==> config.mk <==
export PLATFORM = sky130hd
export DESIGN_NAME = ubr_top
export DESIGN_NICKNAME = d
export VERILOG_FILES = /design/src/pkg/ubr_pkg.sv /design/src/hdl/ubr_vote.sv /design/src/hdl/ubr_baud.sv /design/src/hdl/ubr_top.sv
export VERILOG_INCLUDE_DIRS = /design/src /design/src/pkg
export SDC_FILE = /design/constraint.sdc
export NUM_CORES = 1
export LEC_CHECK = 0
export ABC_AREA = 1
export BUFFER_PORTS_ARGS = -buffer_cell sky130_fd_sc_hd__buf_2
export CAP_MARGIN = 20
export CELL_PAD_IN_SITES_DETAIL_PLACEMENT = 1
export CELL_PAD_IN_SITES_GLOBAL_PLACEMENT = 2
export CORE_MARGIN = 3
export CORE_UTILIZATION = 25
export CTS_CLUSTER_DIAMETER = 100
export DETAILED_ROUTE_END_ITERATION = 8
export PLACE_DENSITY_LB_ADDON = 0.1
export RECOVER_POWER = 25
export SKIP_LAST_GASP = 1
export SLEW_MARGIN = 20
export SYNTH_ARGS = -nofsm -noshare
export SYNTH_HDL_FRONTEND = slang
export SYNTH_HIERARCHICAL = 1
export SYNTH_SLANG_ARGS = --single-unit
==> constraint.sdc <==
create_clock -name CLOCK_I -period 2.05 [get_ports CLOCK_I]
set_input_delay 0.205 -clock CLOCK_I [delete_from_list [all_inputs] [get_ports CLOCK_I]]
set_output_delay 0.205 -clock CLOCK_I [all_outputs]
set_load 0.02 [all_outputs]
==> src/pkg/ubr_params.svh <==
`ifndef UBR_PARAMS_SVH
`define UBR_PARAMS_SVH
// =====================================================================
// Register indices (byte address is four times the index)
`define UBR_IDX_RCS 8'h18
`define UBR_IDX_TXS 8'h98
`define UBR_IDX_DIV 8'h99
`define UBR_IDX_RXB 8'h1a
`define UBR_ADDR_W 12
// =====================================================================
// Reset values
`define UBR_RCS_RST 8'h00
`define UBR_TXS_RST 8'h02
`define UBR_DIV_RST 8'h00
// =====================================================================
// Receive control/status fields
`define UBR_RCS_PORT_EN 7
`define UBR_RCS_NINE_BIT 6
`define UBR_RCS_SINGLE 5
`define UBR_RCS_CONT 4
`define UBR_RCS_ADDR_DET 3
`define UBR_RCS_FRAME_ERR 2
`define UBR_RCS_OVERRUN 1
`define UBR_RCS_BIT9 0
// =====================================================================
// Transmit control/status fields
`define UBR_TXS_MASTER 7
`define UBR_TXS_NINE_BIT 6
`define UBR_TXS_TX_EN 5
`define UBR_TXS_SYNC 4
`define UBR_TXS_HIGH_SPD 2
`define UBR_TXS_SHIFT_EMPTY 1
`define UBR_TXS_BIT9 0
`define UBR_TXS_WMASK 8'hf5
// =====================================================================
// Postscaler terminal counts: divide by 64, 16, 4
`define UBR_LAST_LOW 6'd63
`define UBR_LAST_HIGH 6'd15
`define UBR_LAST_SYNC 6'd3
// =====================================================================
// Bus responses
`define UBR_RESP_OKAY 2'b00
`define UBR_RESP_SLVERR 2'b10
`endif

==> src/pkg/ubr_pkg.sv <==
package ubr_pkg;
  // Bit clock division modes
  typedef enum logic [1:0] {
    UBR_ASYNC_LOW = 2'b00,
    UBR_ASYNC_HIGH = 2'b01,
    UBR_SYNC_MASTER = 2'b11,
    UBR_SYNC_SLAVE = 2'b10
  } ubr_mode_t;
  // Write channel state, one bit changes per step via ADDR or DATA; IDLE to RESP and RESP to IDLE change two
  typedef enum logic [1:0] {
    UBR_W_IDLE = 2'b00,
    UBR_W_ADDR = 2'b01,
    UBR_W_RESP = 2'b11,
    UBR_W_DATA = 2'b10
  } ubr_wstate_t;
endpackage : ubr_pkg

==> src/hdl/ubr_vote.sv <==
`timescale 1ns/1ps
`default_nettype none
`include "ubr_params.svh"
module ubr_vote (
  input wire logic clk_i,
  input wire logic rst_i,
  input wire logic rx_i,
  input wire logic sample_i,
  output logic bit_o
);
  logic [2:0] smp_ff;

  // =====================================================================
  // Three samples per bit, two of three decide
  always_ff @(posedge clk_i) begin
    if (rst_i) begin
      smp_ff <= 3'h7;
    end else if (sample_i) begin
      smp_ff <= {smp_ff[1:0], rx_i};
    end
  end

  // Majority of the three samples
  assign bit_o = (smp_ff[0] & smp_ff[1]) | (smp_ff[1] & smp_ff[2]) |
                 (smp_ff[0] & smp_ff[2]);
endmodule : ubr_vote
`default_nettype wire

==> src/hdl/ubr_baud.sv <==
`timescale 1ns/1ps
`default_nettype none
`include "ubr_params.svh"
module ubr_baud
  import ubr_pkg::*;
(
  input wire logic clk_i,
  input wire logic rst_i,
  input wire logic [7:0] div_i,
  input wire logic div_wr_i,
  input wire ubr_pkg::ubr_mode_t mode_i,
  input wire logic ext_edge_i,
  output logic tick_o,
  output logic sample_o,
  output logic clk_level_o
);
  logic [7:0] cnt_ff;
  logic [5:0] post_ff;
  logic [5:0] last;
  logic [5:0] mid;
  logic pre;

  // =====================================================================
  // Terminal count picks the divide ratio per mode
  always_comb begin
    case (mode_i)
      UBR_ASYNC_LOW: last = `UBR_LAST_LOW;
      UBR_ASYNC_HIGH: last = `UBR_LAST_HIGH;
      default: last = `UBR_LAST_SYNC;
    endcase
  end
  assign mid = last >> 1;
  assign pre = (cnt_ff == div_i);

  // Free running 8-bit timer, cleared by a divisor write
  always_ff @(posedge clk_i) begin
    if (rst_i || div_wr_i) begin
      cnt_ff <= 8'h00;
    end else if (pre) begin
      cnt_ff <= 8'h00; // Period of div+1 clocks, any div 0..255
    end else begin
      cnt_ff <= cnt_ff + 8'h01;
    end
  end

  // Postscaler: 64, 16 or 4 timer periods per bit
  always_ff @(posedge clk_i) begin
    if (rst_i || div_wr_i) begin
      post_ff <= 6'h00;
    end else if (pre) begin
      // Wraps early when a mode change leaves it above the new last
      post_ff <= (post_ff >= last) ? 6'h00 : post_ff + 6'h01;
    end
  end

  // Slave follows the incoming clock, not the formulas
  always_comb begin
    if (mode_i == UBR_SYNC_SLAVE) begin
      tick_o = ext_edge_i;
      sample_o = ext_edge_i;
    end else begin
      tick_o = pre && (post_ff == last);
      sample_o = pre && (post_ff >= mid) && (post_ff <= mid + 6'd2);
    end
  end

  // Master bit clock level: low in the first half of each bit
  assign clk_level_o = (post_ff > mid);
endmodule : ubr_baud
`default_nettype wire

==> src/hdl/ubr_top.sv <==
// Notes on behaviour
// - One 8-bit baud generator serves both async and sync modes.
// - The timer runs freely with its period set by the divisor.
// - Any divisor from 0 through 255 is valid.
// - In async mode the high-speed select picks 16 or 64.
// - In sync mode the high-speed select is ignored.
// - Async low speed gives clock/(64*(div+1)).
// - Async high speed gives clock/(16*(div+1)).
// - Sync mode gives clock/(4*(div+1)).
// - The formulas hold in async mode and as sync master; a sync slave uses the line clock.
// - Writing the divisor clears the timer at once.
// - Receive data is sampled three times per bit and majority voted; a slave samples once per line clock edge.
`timescale 1ns/1ps
`default_nettype none
`include "ubr_params.svh"
module ubr_top
  import ubr_pkg::*;
(
  input wire logic CLOCK_I,
  input wire logic RST_I,
  input wire logic [`UBR_ADDR_W-1:0] S_AXI_AWADDR_I,
  input wire logic S_AXI_AWVALID_I,
  output logic S_AXI_AWREADY_O,
  input wire logic [31:0] S_AXI_WDATA_I,
  input wire logic [3:0] S_AXI_WSTRB_I,
  input wire logic S_AXI_WVALID_I,
  output logic S_AXI_WREADY_O,
  output logic [1:0] S_AXI_BRESP_O,
  output logic S_AXI_BVALID_O,
  input wire logic S_AXI_BREADY_I,
  input wire logic [`UBR_ADDR_W-1:0] S_AXI_ARADDR_I,
  input wire logic S_AXI_ARVALID_I,
  output logic S_AXI_ARREADY_O,
  output logic [31:0] S_AXI_RDATA_O,
  output logic [1:0] S_AXI_RRESP_O,
  output logic S_AXI_RVALID_O,
  input wire logic S_AXI_RREADY_I,
  input wire logic RECEIVE_DATA_PIN_I,
  input wire logic TRANSMIT_CLOCK_PIN_I,
  output logic TRANSMIT_CLOCK_PIN_O,
  output logic TRANSMIT_CLOCK_PIN_OE_O,
  input wire logic TX_SHIFT_EMPTY_I,
  input wire logic RX_BYTE_DONE_I,
  input wire logic [7:0] RX_BYTE_I,
  input wire logic RX_NINTH_I,
  input wire logic RX_STOP_BIT_I,
  output logic BAUD_TICK_O,
  output logic BIT_STROBE_O,
  output logic RX_BIT_O,
  output logic RX_ACTIVE_O,
  output logic SERIAL_PORT_ENABLE_O
);
  // =====================================================================
  // Register index match against a bus byte address
  function automatic logic reg_hit(input logic [`UBR_ADDR_W-1:0] addr,
                                   input logic [7:0] idx);
    reg_hit = (addr[`UBR_ADDR_W-1:2] == {2'b00, idx});
  endfunction : reg_hit

  ubr_wstate_t wst_ff;
  logic [`UBR_ADDR_W-1:0] awaddr_ff;
  logic [7:0] wdata_ff;
  logic wstrb0_ff;
  logic [1:0] bresp;
  logic rvalid_ff;
  logic [31:0] rdata_ff;
  logic [1:0] rresp_ff;
  logic wr_go;
  logic wr_rcs;
  logic wr_txs;
  logic wr_div;
  logic wr_hit;
  logic rd_go;
  logic rd_buf;

  logic [7:0] div_ff;
  logic [7:0] txs_ff;
  logic port_en_ff;
  logic nine_ff;
  logic single_ff;
  logic cont_ff;
  logic addr_det_ff;
  logic frame_err_ff;
  logic overrun_ff;
  logic bit9_ff;
  logic [7:0] rxbuf_ff;
  logic full_ff;
  logic ext_clk_ff;
  logic rx_bit_ff;

  logic nxt_overrun;
  logic nxt_single;
  logic load_buf;
  logic sync_mode;
  logic master;
  ubr_mode_t mode;
  logic tick;
  logic sample;
  logic clk_level;
  logic voted;
  logic ext_edge;
  logic [7:0] rcs_rd;
  logic [31:0] rd_word;

  // =====================================================================
  // Write channel: address and data in either order, then response
  assign S_AXI_AWREADY_O = (wst_ff == UBR_W_IDLE) || (wst_ff == UBR_W_DATA);
  assign S_AXI_WREADY_O = (wst_ff == UBR_W_IDLE) || (wst_ff == UBR_W_ADDR);
  assign S_AXI_BVALID_O = (wst_ff == UBR_W_RESP);
  assign S_AXI_BRESP_O = bresp;

  always_ff @(posedge CLOCK_I) begin
    if (RST_I) begin
      wst_ff <= UBR_W_IDLE;
    end else begin
      case (wst_ff)
        UBR_W_IDLE: begin
          if (S_AXI_AWVALID_I && S_AXI_WVALID_I) begin
            wst_ff <= UBR_W_RESP;
          end else if (S_AXI_AWVALID_I) begin
            wst_ff <= UBR_W_ADDR;
          end else if (S_AXI_WVALID_I) begin
            wst_ff <= UBR_W_DATA;
          end
        end
        UBR_W_ADDR: begin
          if (S_AXI_WVALID_I) begin
            wst_ff <= UBR_W_RESP;
          end
        end
        UBR_W_DATA: begin
          if (S_AXI_AWVALID_I) begin
            wst_ff <= UBR_W_RESP;
          end
        end
        UBR_W_RESP: begin
          if (S_AXI_BREADY_I) begin
            wst_ff <= UBR_W_IDLE;
          end
        end
        default: wst_ff <= UBR_W_IDLE;
      endcase
    end
  end

  // Capture address and data as each is taken
  always_ff @(posedge CLOCK_I) begin
    if (RST_I) begin
      awaddr_ff <= '0;
      wdata_ff <= 8'h00;
      wstrb0_ff <= 1'b0;
    end else begin
      if (S_AXI_AWVALID_I && S_AXI_AWREADY_O) begin
        awaddr_ff <= S_AXI_AWADDR_I;
      end
      if (S_AXI_WVALID_I && S_AXI_WREADY_O) begin
        wdata_ff <= S_AXI_WDATA_I[7:0];
        wstrb0_ff <= S_AXI_WSTRB_I[0];
      end
    end
  end

  // Commit when the response is taken, at the earliest one cycle after both halves arrived
  assign wr_go = (wst_ff == UBR_W_RESP) && S_AXI_BREADY_I;
  assign wr_hit = reg_hit(awaddr_ff, `UBR_IDX_RCS) ||
                  reg_hit(awaddr_ff, `UBR_IDX_TXS) ||
                  reg_hit(awaddr_ff, `UBR_IDX_DIV) ||
                  reg_hit(awaddr_ff, `UBR_IDX_RXB);
  assign wr_rcs = wr_go && wstrb0_ff && reg_hit(awaddr_ff, `UBR_IDX_RCS);
  assign wr_txs = wr_go && wstrb0_ff && reg_hit(awaddr_ff, `UBR_IDX_TXS);
  assign wr_div = wr_go && wstrb0_ff && reg_hit(awaddr_ff, `UBR_IDX_DIV);

  // Response code is known once the address is held
  always_comb begin
    bresp = wr_hit ? `UBR_RESP_OKAY : `UBR_RESP_SLVERR;
  end

  // =====================================================================
  // Read channel: one read at a time, data one cycle after the address
  assign S_AXI_ARREADY_O = !rvalid_ff;
  assign rd_go = S_AXI_ARVALID_I && !rvalid_ff;
  assign rd_buf = rd_go && reg_hit(S_AXI_ARADDR_I, `UBR_IDX_RXB);
  assign S_AXI_RVALID_O = rvalid_ff;
  assign S_AXI_RDATA_O = rdata_ff;
  assign S_AXI_RRESP_O = rresp_ff;

  assign rcs_rd = {port_en_ff, nine_ff, single_ff, cont_ff, addr_det_ff,
                   frame_err_ff, overrun_ff, bit9_ff};

  // Read multiplexer; the shift-empty status bit shows live device state
  always_comb begin
    rd_word = 32'h0000_0000;
    if (reg_hit(S_AXI_ARADDR_I, `UBR_IDX_RCS)) begin
      rd_word[7:0] = rcs_rd;
    end else if (reg_hit(S_AXI_ARADDR_I, `UBR_IDX_TXS)) begin
      rd_word[7:0] = txs_ff;
      rd_word[`UBR_TXS_SHIFT_EMPTY] = TX_SHIFT_EMPTY_I;
    end else if (reg_hit(S_AXI_ARADDR_I, `UBR_IDX_DIV)) begin
      rd_word[7:0] = div_ff;
    end else if (reg_hit(S_AXI_ARADDR_I, `UBR_IDX_RXB)) begin
      rd_word[7:0] = rxbuf_ff;
    end
  end

  always_ff @(posedge CLOCK_I) begin
    if (RST_I) begin
      rvalid_ff <= 1'b0;
      rdata_ff <= 32'h0000_0000;
      rresp_ff <= `UBR_RESP_OKAY;
    end else if (rd_go) begin
      rvalid_ff <= 1'b1;
      rdata_ff <= rd_word;
      rresp_ff <= (reg_hit(S_AXI_ARADDR_I, `UBR_IDX_RCS) ||
                   reg_hit(S_AXI_ARADDR_I, `UBR_IDX_TXS) ||
                   reg_hit(S_AXI_ARADDR_I, `UBR_IDX_DIV) ||
                   reg_hit(S_AXI_ARADDR_I, `UBR_IDX_RXB)) ?
                  `UBR_RESP_OKAY : `UBR_RESP_SLVERR;
    end else if (S_AXI_RREADY_I) begin
      rvalid_ff <= 1'b0;
    end
  end

  // =====================================================================
  // Divisor and transmit control registers
  always_ff @(posedge CLOCK_I) begin
    if (RST_I) begin
      div_ff <= `UBR_DIV_RST;
    end else if (wr_div) begin
      div_ff <= wdata_ff; // Full 0..255 range
    end
  end

  always_ff @(posedge CLOCK_I) begin
    if (RST_I) begin
      txs_ff <= `UBR_TXS_RST;
    end else if (wr_txs) begin
      txs_ff <= (wdata_ff & `UBR_TXS_WMASK) | (txs_ff & ~`UBR_TXS_WMASK);
    end
  end

  // =====================================================================
  // Mode decode: high-speed select only matters when asynchronous
  assign sync_mode = txs_ff[`UBR_TXS_SYNC];
  assign master = txs_ff[`UBR_TXS_MASTER];
  always_comb begin
    if (sync_mode) begin
      mode = master ? UBR_SYNC_MASTER : UBR_SYNC_SLAVE;
    end else if (txs_ff[`UBR_TXS_HIGH_SPD]) begin
      mode = UBR_ASYNC_HIGH;
    end else begin
      mode = UBR_ASYNC_LOW;
    end
  end

  // Incoming line clock edge for slave operation
  always_ff @(posedge CLOCK_I) begin
    if (RST_I) begin
      ext_clk_ff <= 1'b0;
    end else begin
      ext_clk_ff <= TRANSMIT_CLOCK_PIN_I;
    end
  end
  assign ext_edge = TRANSMIT_CLOCK_PIN_I && !ext_clk_ff;

  // =====================================================================
  // Shared baud generator, restarted by a divisor write
  ubr_baud i_ubr_baud (
    .clk_i(CLOCK_I),
    .rst_i(RST_I),
    .div_i(div_ff),
    .div_wr_i(wr_div),
    .mode_i(mode),
    .ext_edge_i(ext_edge),
    .tick_o(tick),
    .sample_o(sample),
    .clk_level_o(clk_level)
  );

  // Majority vote over three samples per bit; as slave, over the last three line clock edges
  ubr_vote i_ubr_vote (
    .clk_i(CLOCK_I),
    .rst_i(RST_I),
    .rx_i(RECEIVE_DATA_PIN_I),
    .sample_i(sample),
    .bit_o(voted)
  );

  // Voted bit is held from the end of one bit to the next
  always_ff @(posedge CLOCK_I) begin
    if (RST_I) begin
      rx_bit_ff <= 1'b1;
    end else if (tick) begin
      rx_bit_ff <= voted;
    end
  end

  assign BAUD_TICK_O = tick;
  assign BIT_STROBE_O = sample;
  assign RX_BIT_O = rx_bit_ff;

  // Clock pin driven only as a synchronous master with the port on
  assign TRANSMIT_CLOCK_PIN_O = clk_level;
  assign TRANSMIT_CLOCK_PIN_OE_O = port_en_ff && sync_mode && master;

  // =====================================================================
  // Receive control bits; hardware clears single receive
  always_ff @(posedge CLOCK_I) begin
    if (RST_I) begin
      port_en_ff <= 1'b0;
      nine_ff <= 1'b0;
      cont_ff <= 1'b0;
      addr_det_ff <= 1'b0;
    end else if (wr_rcs) begin
      port_en_ff <= wdata_ff[`UBR_RCS_PORT_EN];
      nine_ff <= wdata_ff[`UBR_RCS_NINE_BIT];
      cont_ff <= wdata_ff[`UBR_RCS_CONT];
      addr_det_ff <= wdata_ff[`UBR_RCS_ADDR_DET];
    end
  end

  // Self-clear after one byte in sync master, unless continuous is on
  always_comb begin
    nxt_single = single_ff;
    if (RX_BYTE_DONE_I && sync_mode && master && !cont_ff) begin
      nxt_single = 1'b0;
    end else if (wr_rcs) begin
      nxt_single = wdata_ff[`UBR_RCS_SINGLE];
    end
  end

  always_ff @(posedge CLOCK_I) begin
    if (RST_I) begin
      single_ff <= 1'b0;
    end else begin
      single_ff <= nxt_single;
    end
  end

  // Continuous overrides single
  assign RX_ACTIVE_O = port_en_ff && (cont_ff || single_ff);
  assign SERIAL_PORT_ENABLE_O = port_en_ff;

  // =====================================================================
  // One-deep receive buffer; a byte into a full buffer is lost unless the buffer is read in that cycle
  assign load_buf = RX_BYTE_DONE_I && (!full_ff || rd_buf);

  always_ff @(posedge CLOCK_I) begin
    if (RST_I) begin
      full_ff <= 1'b0;
      rxbuf_ff <= 8'h00;
      bit9_ff <= 1'b0;
      frame_err_ff <= 1'b0;
    end else if (load_buf) begin
      full_ff <= 1'b1;
      rxbuf_ff <= RX_BYTE_I;
      bit9_ff <= RX_NINTH_I;
      frame_err_ff <= !RX_STOP_BIT_I;
    end else if (rd_buf) begin
      full_ff <= 1'b0;
    end
  end

  // Overrun: set wins over the clear by turning continuous off
  always_comb begin
    nxt_overrun = overrun_ff;
    if (wr_rcs && !wdata_ff[`UBR_RCS_CONT]) begin
      nxt_overrun = 1'b0;
    end
    if (RX_BYTE_DONE_I && full_ff && !rd_buf) begin
      nxt_overrun = 1'b1;
    end
  end

  always_ff @(posedge CLOCK_I) begin
    if (RST_I) begin
      overrun_ff <= 1'b0;
    end else begin
      overrun_ff <= nxt_overrun;
    end
  end
endmodule : ubr_top
`default_nettype wire

==> flow_summary.json <==
{
  "max_cap_viols": 0,
  "grt_pass1_vias": 4604,
  "timing_worst_slew_pin_value_ns": 0.715,
  "pin_count": 129,
  "crit_top_cell": "sky130_fd_sc_hd__buf_6",
  "area_of_the_die_um2": 20000,
  "relative_slew_slack": 0.522,
  "post_route_drc": 0,
  "criticalPathCategory": "reg -> out",
  "power.density_nw_per_um2": 777,
  "layout_setup_ws_ns": -0.309,
  "worst_clock_skew_ns": 0.0122,
  "synth_seq_cells": 81,
  "cpPeakStageDelay_ns": 0.37,
  "cp_cell_sequence": "buf_6 > or2_4 > ha_4 > inv_2 > nor3_4 > o21ai_2 > nand2_1 > nand2_2 > o21ai_4 > buf_6",
  "yosysWarningCount": 6,
  "filler_cell_count": 2257,
  "number_of_detailed_routing_iterations_run_before_antenna_repair": 4,
  "row_count": 48,
  "track_usage": 0.142,
  "cts_htree_levels": 3,
  "grt_setup_unrepaired": "yes",
  "critPathArrivalTime_ns": 2.15,
  "leakage_nw": 2.63,
  "top_cells_by_count_synth": "sky130_fd_sc_hd__nand2_1, sky130_fd_sc_hd__nor2_1, sky130_fd_sc_hd__inv_1",
  "yosysSeqAreaShare": 0.354,
  "critical_path.max_fanout": 4,
  "drtIter0Drc": 138,
  "syn_area_um2": 4580,
  "average_size_of_a_mapped_cell_um2": 6.74,
  "fmax_mhz": 424,
  "cts_tree": "done",
  "synth-edff-count": 0,
  "wl_per_cell_um": 14.0,
  "cts-root-to-sink-buffers": 2,
  "die_height_um": 141,
  "starting_density_of_the_core": 0.260,
  "critPathRequiredTime_ns": 1.85,
  "final_hold_slack_ns": 0.0829,
  "critical_path.startpoint_type": "register",
  "grt_pass1_wl_um": 22700,
  "post-route-period-util": 1.15,
  "place.port_buffers": 71,
  "met1_length_um": 6700,
  "synth_largest_type_area_fraction": 0.354,
  "synth_cells": 679,
  "violations": "setup timing",
  "cp-end-kind": "primary output",
  "final_net_count": 864,
  "antenna_cells_inserted": 0,
  "route.vias.total": 4406,
  "post-synth-top-count-cell": "sky130_fd_sc_hd__nand2_1",
  "vdd_ir_max_uv": 408,
  "place_worst_setup_slack_ns": -0.122,
  "critical-path-top-delay-family": "simple AND/OR/NAND/NOR gates",
  "antenna_found_initial": 0,
  "worstSkewPairLatency_ns": 0.34,
  "netlist-cell-type-count": 43,
  "detail-route-antenna-nets": 0,
  "async_reset_ff_frac": 0,
  "sequential_cell_area_um2": 1630,
  "detailed_route_wirelength_on_metal2_um": 6700,
  "critical_path.n_buffers_inverters": 3,
  "fin_crit_ns": 2.36,
  "final-hold-violation-count": 0,
  "dieWidth_um": 141,
  "worst_path_max_delay_cell": "sky130_fd_sc_hd__dfxtp_4",
  "outcome": "finished with violations",
  "drt-total-wl_um": 13900,
  "syn2layout_area_growth_pct": 22.5,
  "worst_setup_hold_path_clk_slew_ns": 0.06,
  "finalNonFillerCells": 996,
  "routed.top_layer": "met4",
  "design.core.area_um2": 17600,
  "hpwlAfterDp_um": 11000,
  "postCtsHoldBufs": 0,
  "drive_above_1_share": 0.182,
  "met3RoutedLength_um": 346,
  "worstHoldPathType": "in -> reg",
  "synth.area.top_cells": "sky130_fd_sc_hd__dfxtp_1, sky130_fd_sc_hd__nand2_1, sky130_fd_sc_hd__nor2_1",
  "synth_flop_cell": "sky130_fd_sc_hd__dfxtp_1",
  "detail_route.vias_per_cell": 4.42,
  "clk_sinks": 81,
  "finalMaxSlewViolations": 0,
  "gp_congestion": 0.768,
  "clock-root-buffer": "sky130_fd_sc_hd__clkbuf_16",
  "grt_start_max_net_pins": 25,
  "numCtsBuffers": 9,
  "grt.overflow.total": 0,
  "placed_cells": 975,
  "multiInputGateArea_um2": 2520,
  "synth_largest_area_cell": "sky130_fd_sc_hd__dfxtp_1",
  "design_power_total_mw": 4.35,
  "final-setup-viol-count": 6
}
-- layer usage --
| metal | global-route usage | vias up |
|---|---|---|
| met4 | 0.0428 | 0 |
| met3 | 0.0226 | 12 |
| met1 | 0.184 | 2064 |
| met5 | 0 | - |
| met2 | 0.244 | 60 |
| li1 | - | 2270 |
-- metrics by stage --
step                setup TNS (ns)  utilization  instance area, µm²
finish                       -1.30        0.319                5610
global route                 -2.01        0.319                5610
CTS                          -1.05        0.319                5620
detailed placement          -0.196        0.295                5190
global placement           -0.0652        0.295                5190
floorplan                        0            -                4690
-- cells in the final DEF, fill, tap and decap left out, types with 4 or more instances in the layout --
cell / n
sky130_fd_sc_hd__o21ai_1: 8
sky130_fd_sc_hd__conb_1: 27
sky130_fd_sc_hd__nand2_2: 5
sky130_fd_sc_hd__nor3b_1: 4
sky130_fd_sc_hd__nor2_1: 117
sky130_fd_sc_hd__ha_1: 14
sky130_fd_sc_hd__nand3_1: 28
sky130_fd_sc_hd__a21oi_1: 41
sky130_fd_sc_hd__a211oi_1: 4
sky130_fd_sc_hd__o211ai_1: 5
sky130_fd_sc_hd__nand4_1: 5
sky130_fd_sc_hd__buf_4: 20
sky130_fd_sc_hd__nand2_4: 4
sky130_fd_sc_hd__dfxtp_1: 80
sky130_fd_sc_hd__clkbuf_16: 9
sky130_fd_sc_hd__buf_2: 53
sky130_fd_sc_hd__nor3b_2: 4
sky130_fd_sc_hd__inv_2: 6
sky130_fd_sc_hd__o21ai_0: 41
sky130_fd_sc_hd__nand2_1: 141
sky130_fd_sc_hd__inv_1: 81
sky130_fd_sc_hd__buf_6: 6
sky130_fd_sc_hd__clkbuf_1: 16
sky130_fd_sc_hd__o21ai_2: 5
sky130_fd_sc_hd__nor2_4: 5
sky130_fd_sc_hd__nor3_1: 4
-- report_power, final --
group | switching [mW] | internal (mW)
Clock | 0.673 | 1.01
Combinational | 0.554 | 0.275
Sequential | 0.119 | 1.72
-- area by class of cell --
class,instances,area share
Timing Repair Buffer,94,0.0962
Multi-Input combinational cell,492,0.450
Sequential cell,81,0.290
Tap cell,225,0.0502
Inverter,88,0.0591
Clock inverter,4,0.00915
Clock buffer,12,0.0457
-- worst register-to-register path, cell delays in order, from the launching register on --
cell                      delay, ns
sky130_fd_sc_hd__dfxtp_4       0.37
sky130_fd_sc_hd__buf_6         0.12
sky130_fd_sc_hd__or2_4         0.29
sky130_fd_sc_hd__ha_4          0.29
sky130_fd_sc_hd__inv_2         0.04
sky130_fd_sc_hd__nor3_4        0.19
sky130_fd_sc_hd__o21ai_2       0.10
sky130_fd_sc_hd__nand2_1       0.09
sky130_fd_sc_hd__nand2_2       0.06
sky130_fd_sc_hd__o21ai_4       0.13
sky130_fd_sc_hd__buf_4         0.13
sky130_fd_sc_hd__buf_6         0.08
sky130_fd_sc_hd__buf_6         0.09
sky130_fd_sc_hd__inv_2         0.04
sky130_fd_sc_hd__nand2_1       0.05
sky130_fd_sc_hd__nand3_1       0.07
-- logic make-up after synthesis --
kind of cell / after synthesis / share of synthesized area
AND/OR/NAND/NOR: 327 / 0.314
flip-flops: 81 / 0.354
buffers and inverters: 131 / 0.132
XOR/XNOR: 6 / 0.0115
other: 2 / 0.00164
adder cells (fa/ha/maj): 17 / 0.0465
AO/OA/AOI/OAI: 115 / 0.140
-- final timing paths --
| kind | from | endpoint | slack (ns) | cells past startpoint |
|---|---|---|---|---|
| max | txs_ff[4]$_SDFFE_PP0P_ | BIT_STROBE_O | -0.31 | 10 |
| min | TRANSMIT_CLOCK_PIN_I | ext_clk_ff$_SDFF_PP0_ | 0.08 | 3 |
| max reg2reg | txs_ff[4]$_SDFFE_PP0P_ | i_ubr_vote/smp_ff[2]$_SDFFE_PP1P_ | -0.20 | 15 |
| min reg2reg | awaddr_ff[8]$_SDFFE_PP0P_ | awaddr_ff[8]$_SDFFE_PP0P_ | 0.45 | 2 |
-- flip-flops by register name, indices dropped and copies added, names as in the netlist, 2 cells and up --
| signal | count |
|---|---|
| txs_ff | 6 |
| i_ubr_vote/smp_ff | 3 |
| wdata_ff | 8 |
| i_ubr_baud/post_ff | 6 |
| div_ff | 8 |
| wst_ff | 2 |
| awaddr_ff | 10 |
| rxbuf_ff | 8 |
| S_AXI_RDATA_O | 8 |
| i_ubr_baud/cnt_ff | 8 |
-- repair_timing --
item | CTS | global route
pin swaps | 9 | 4
resized for setup | 23 | 4
setup buffers | 3 | 2
hold endpoints to repair | 0 | 0
endpoints found under the setup margin | 6 | 15
(Power assumes the default switching activity.)
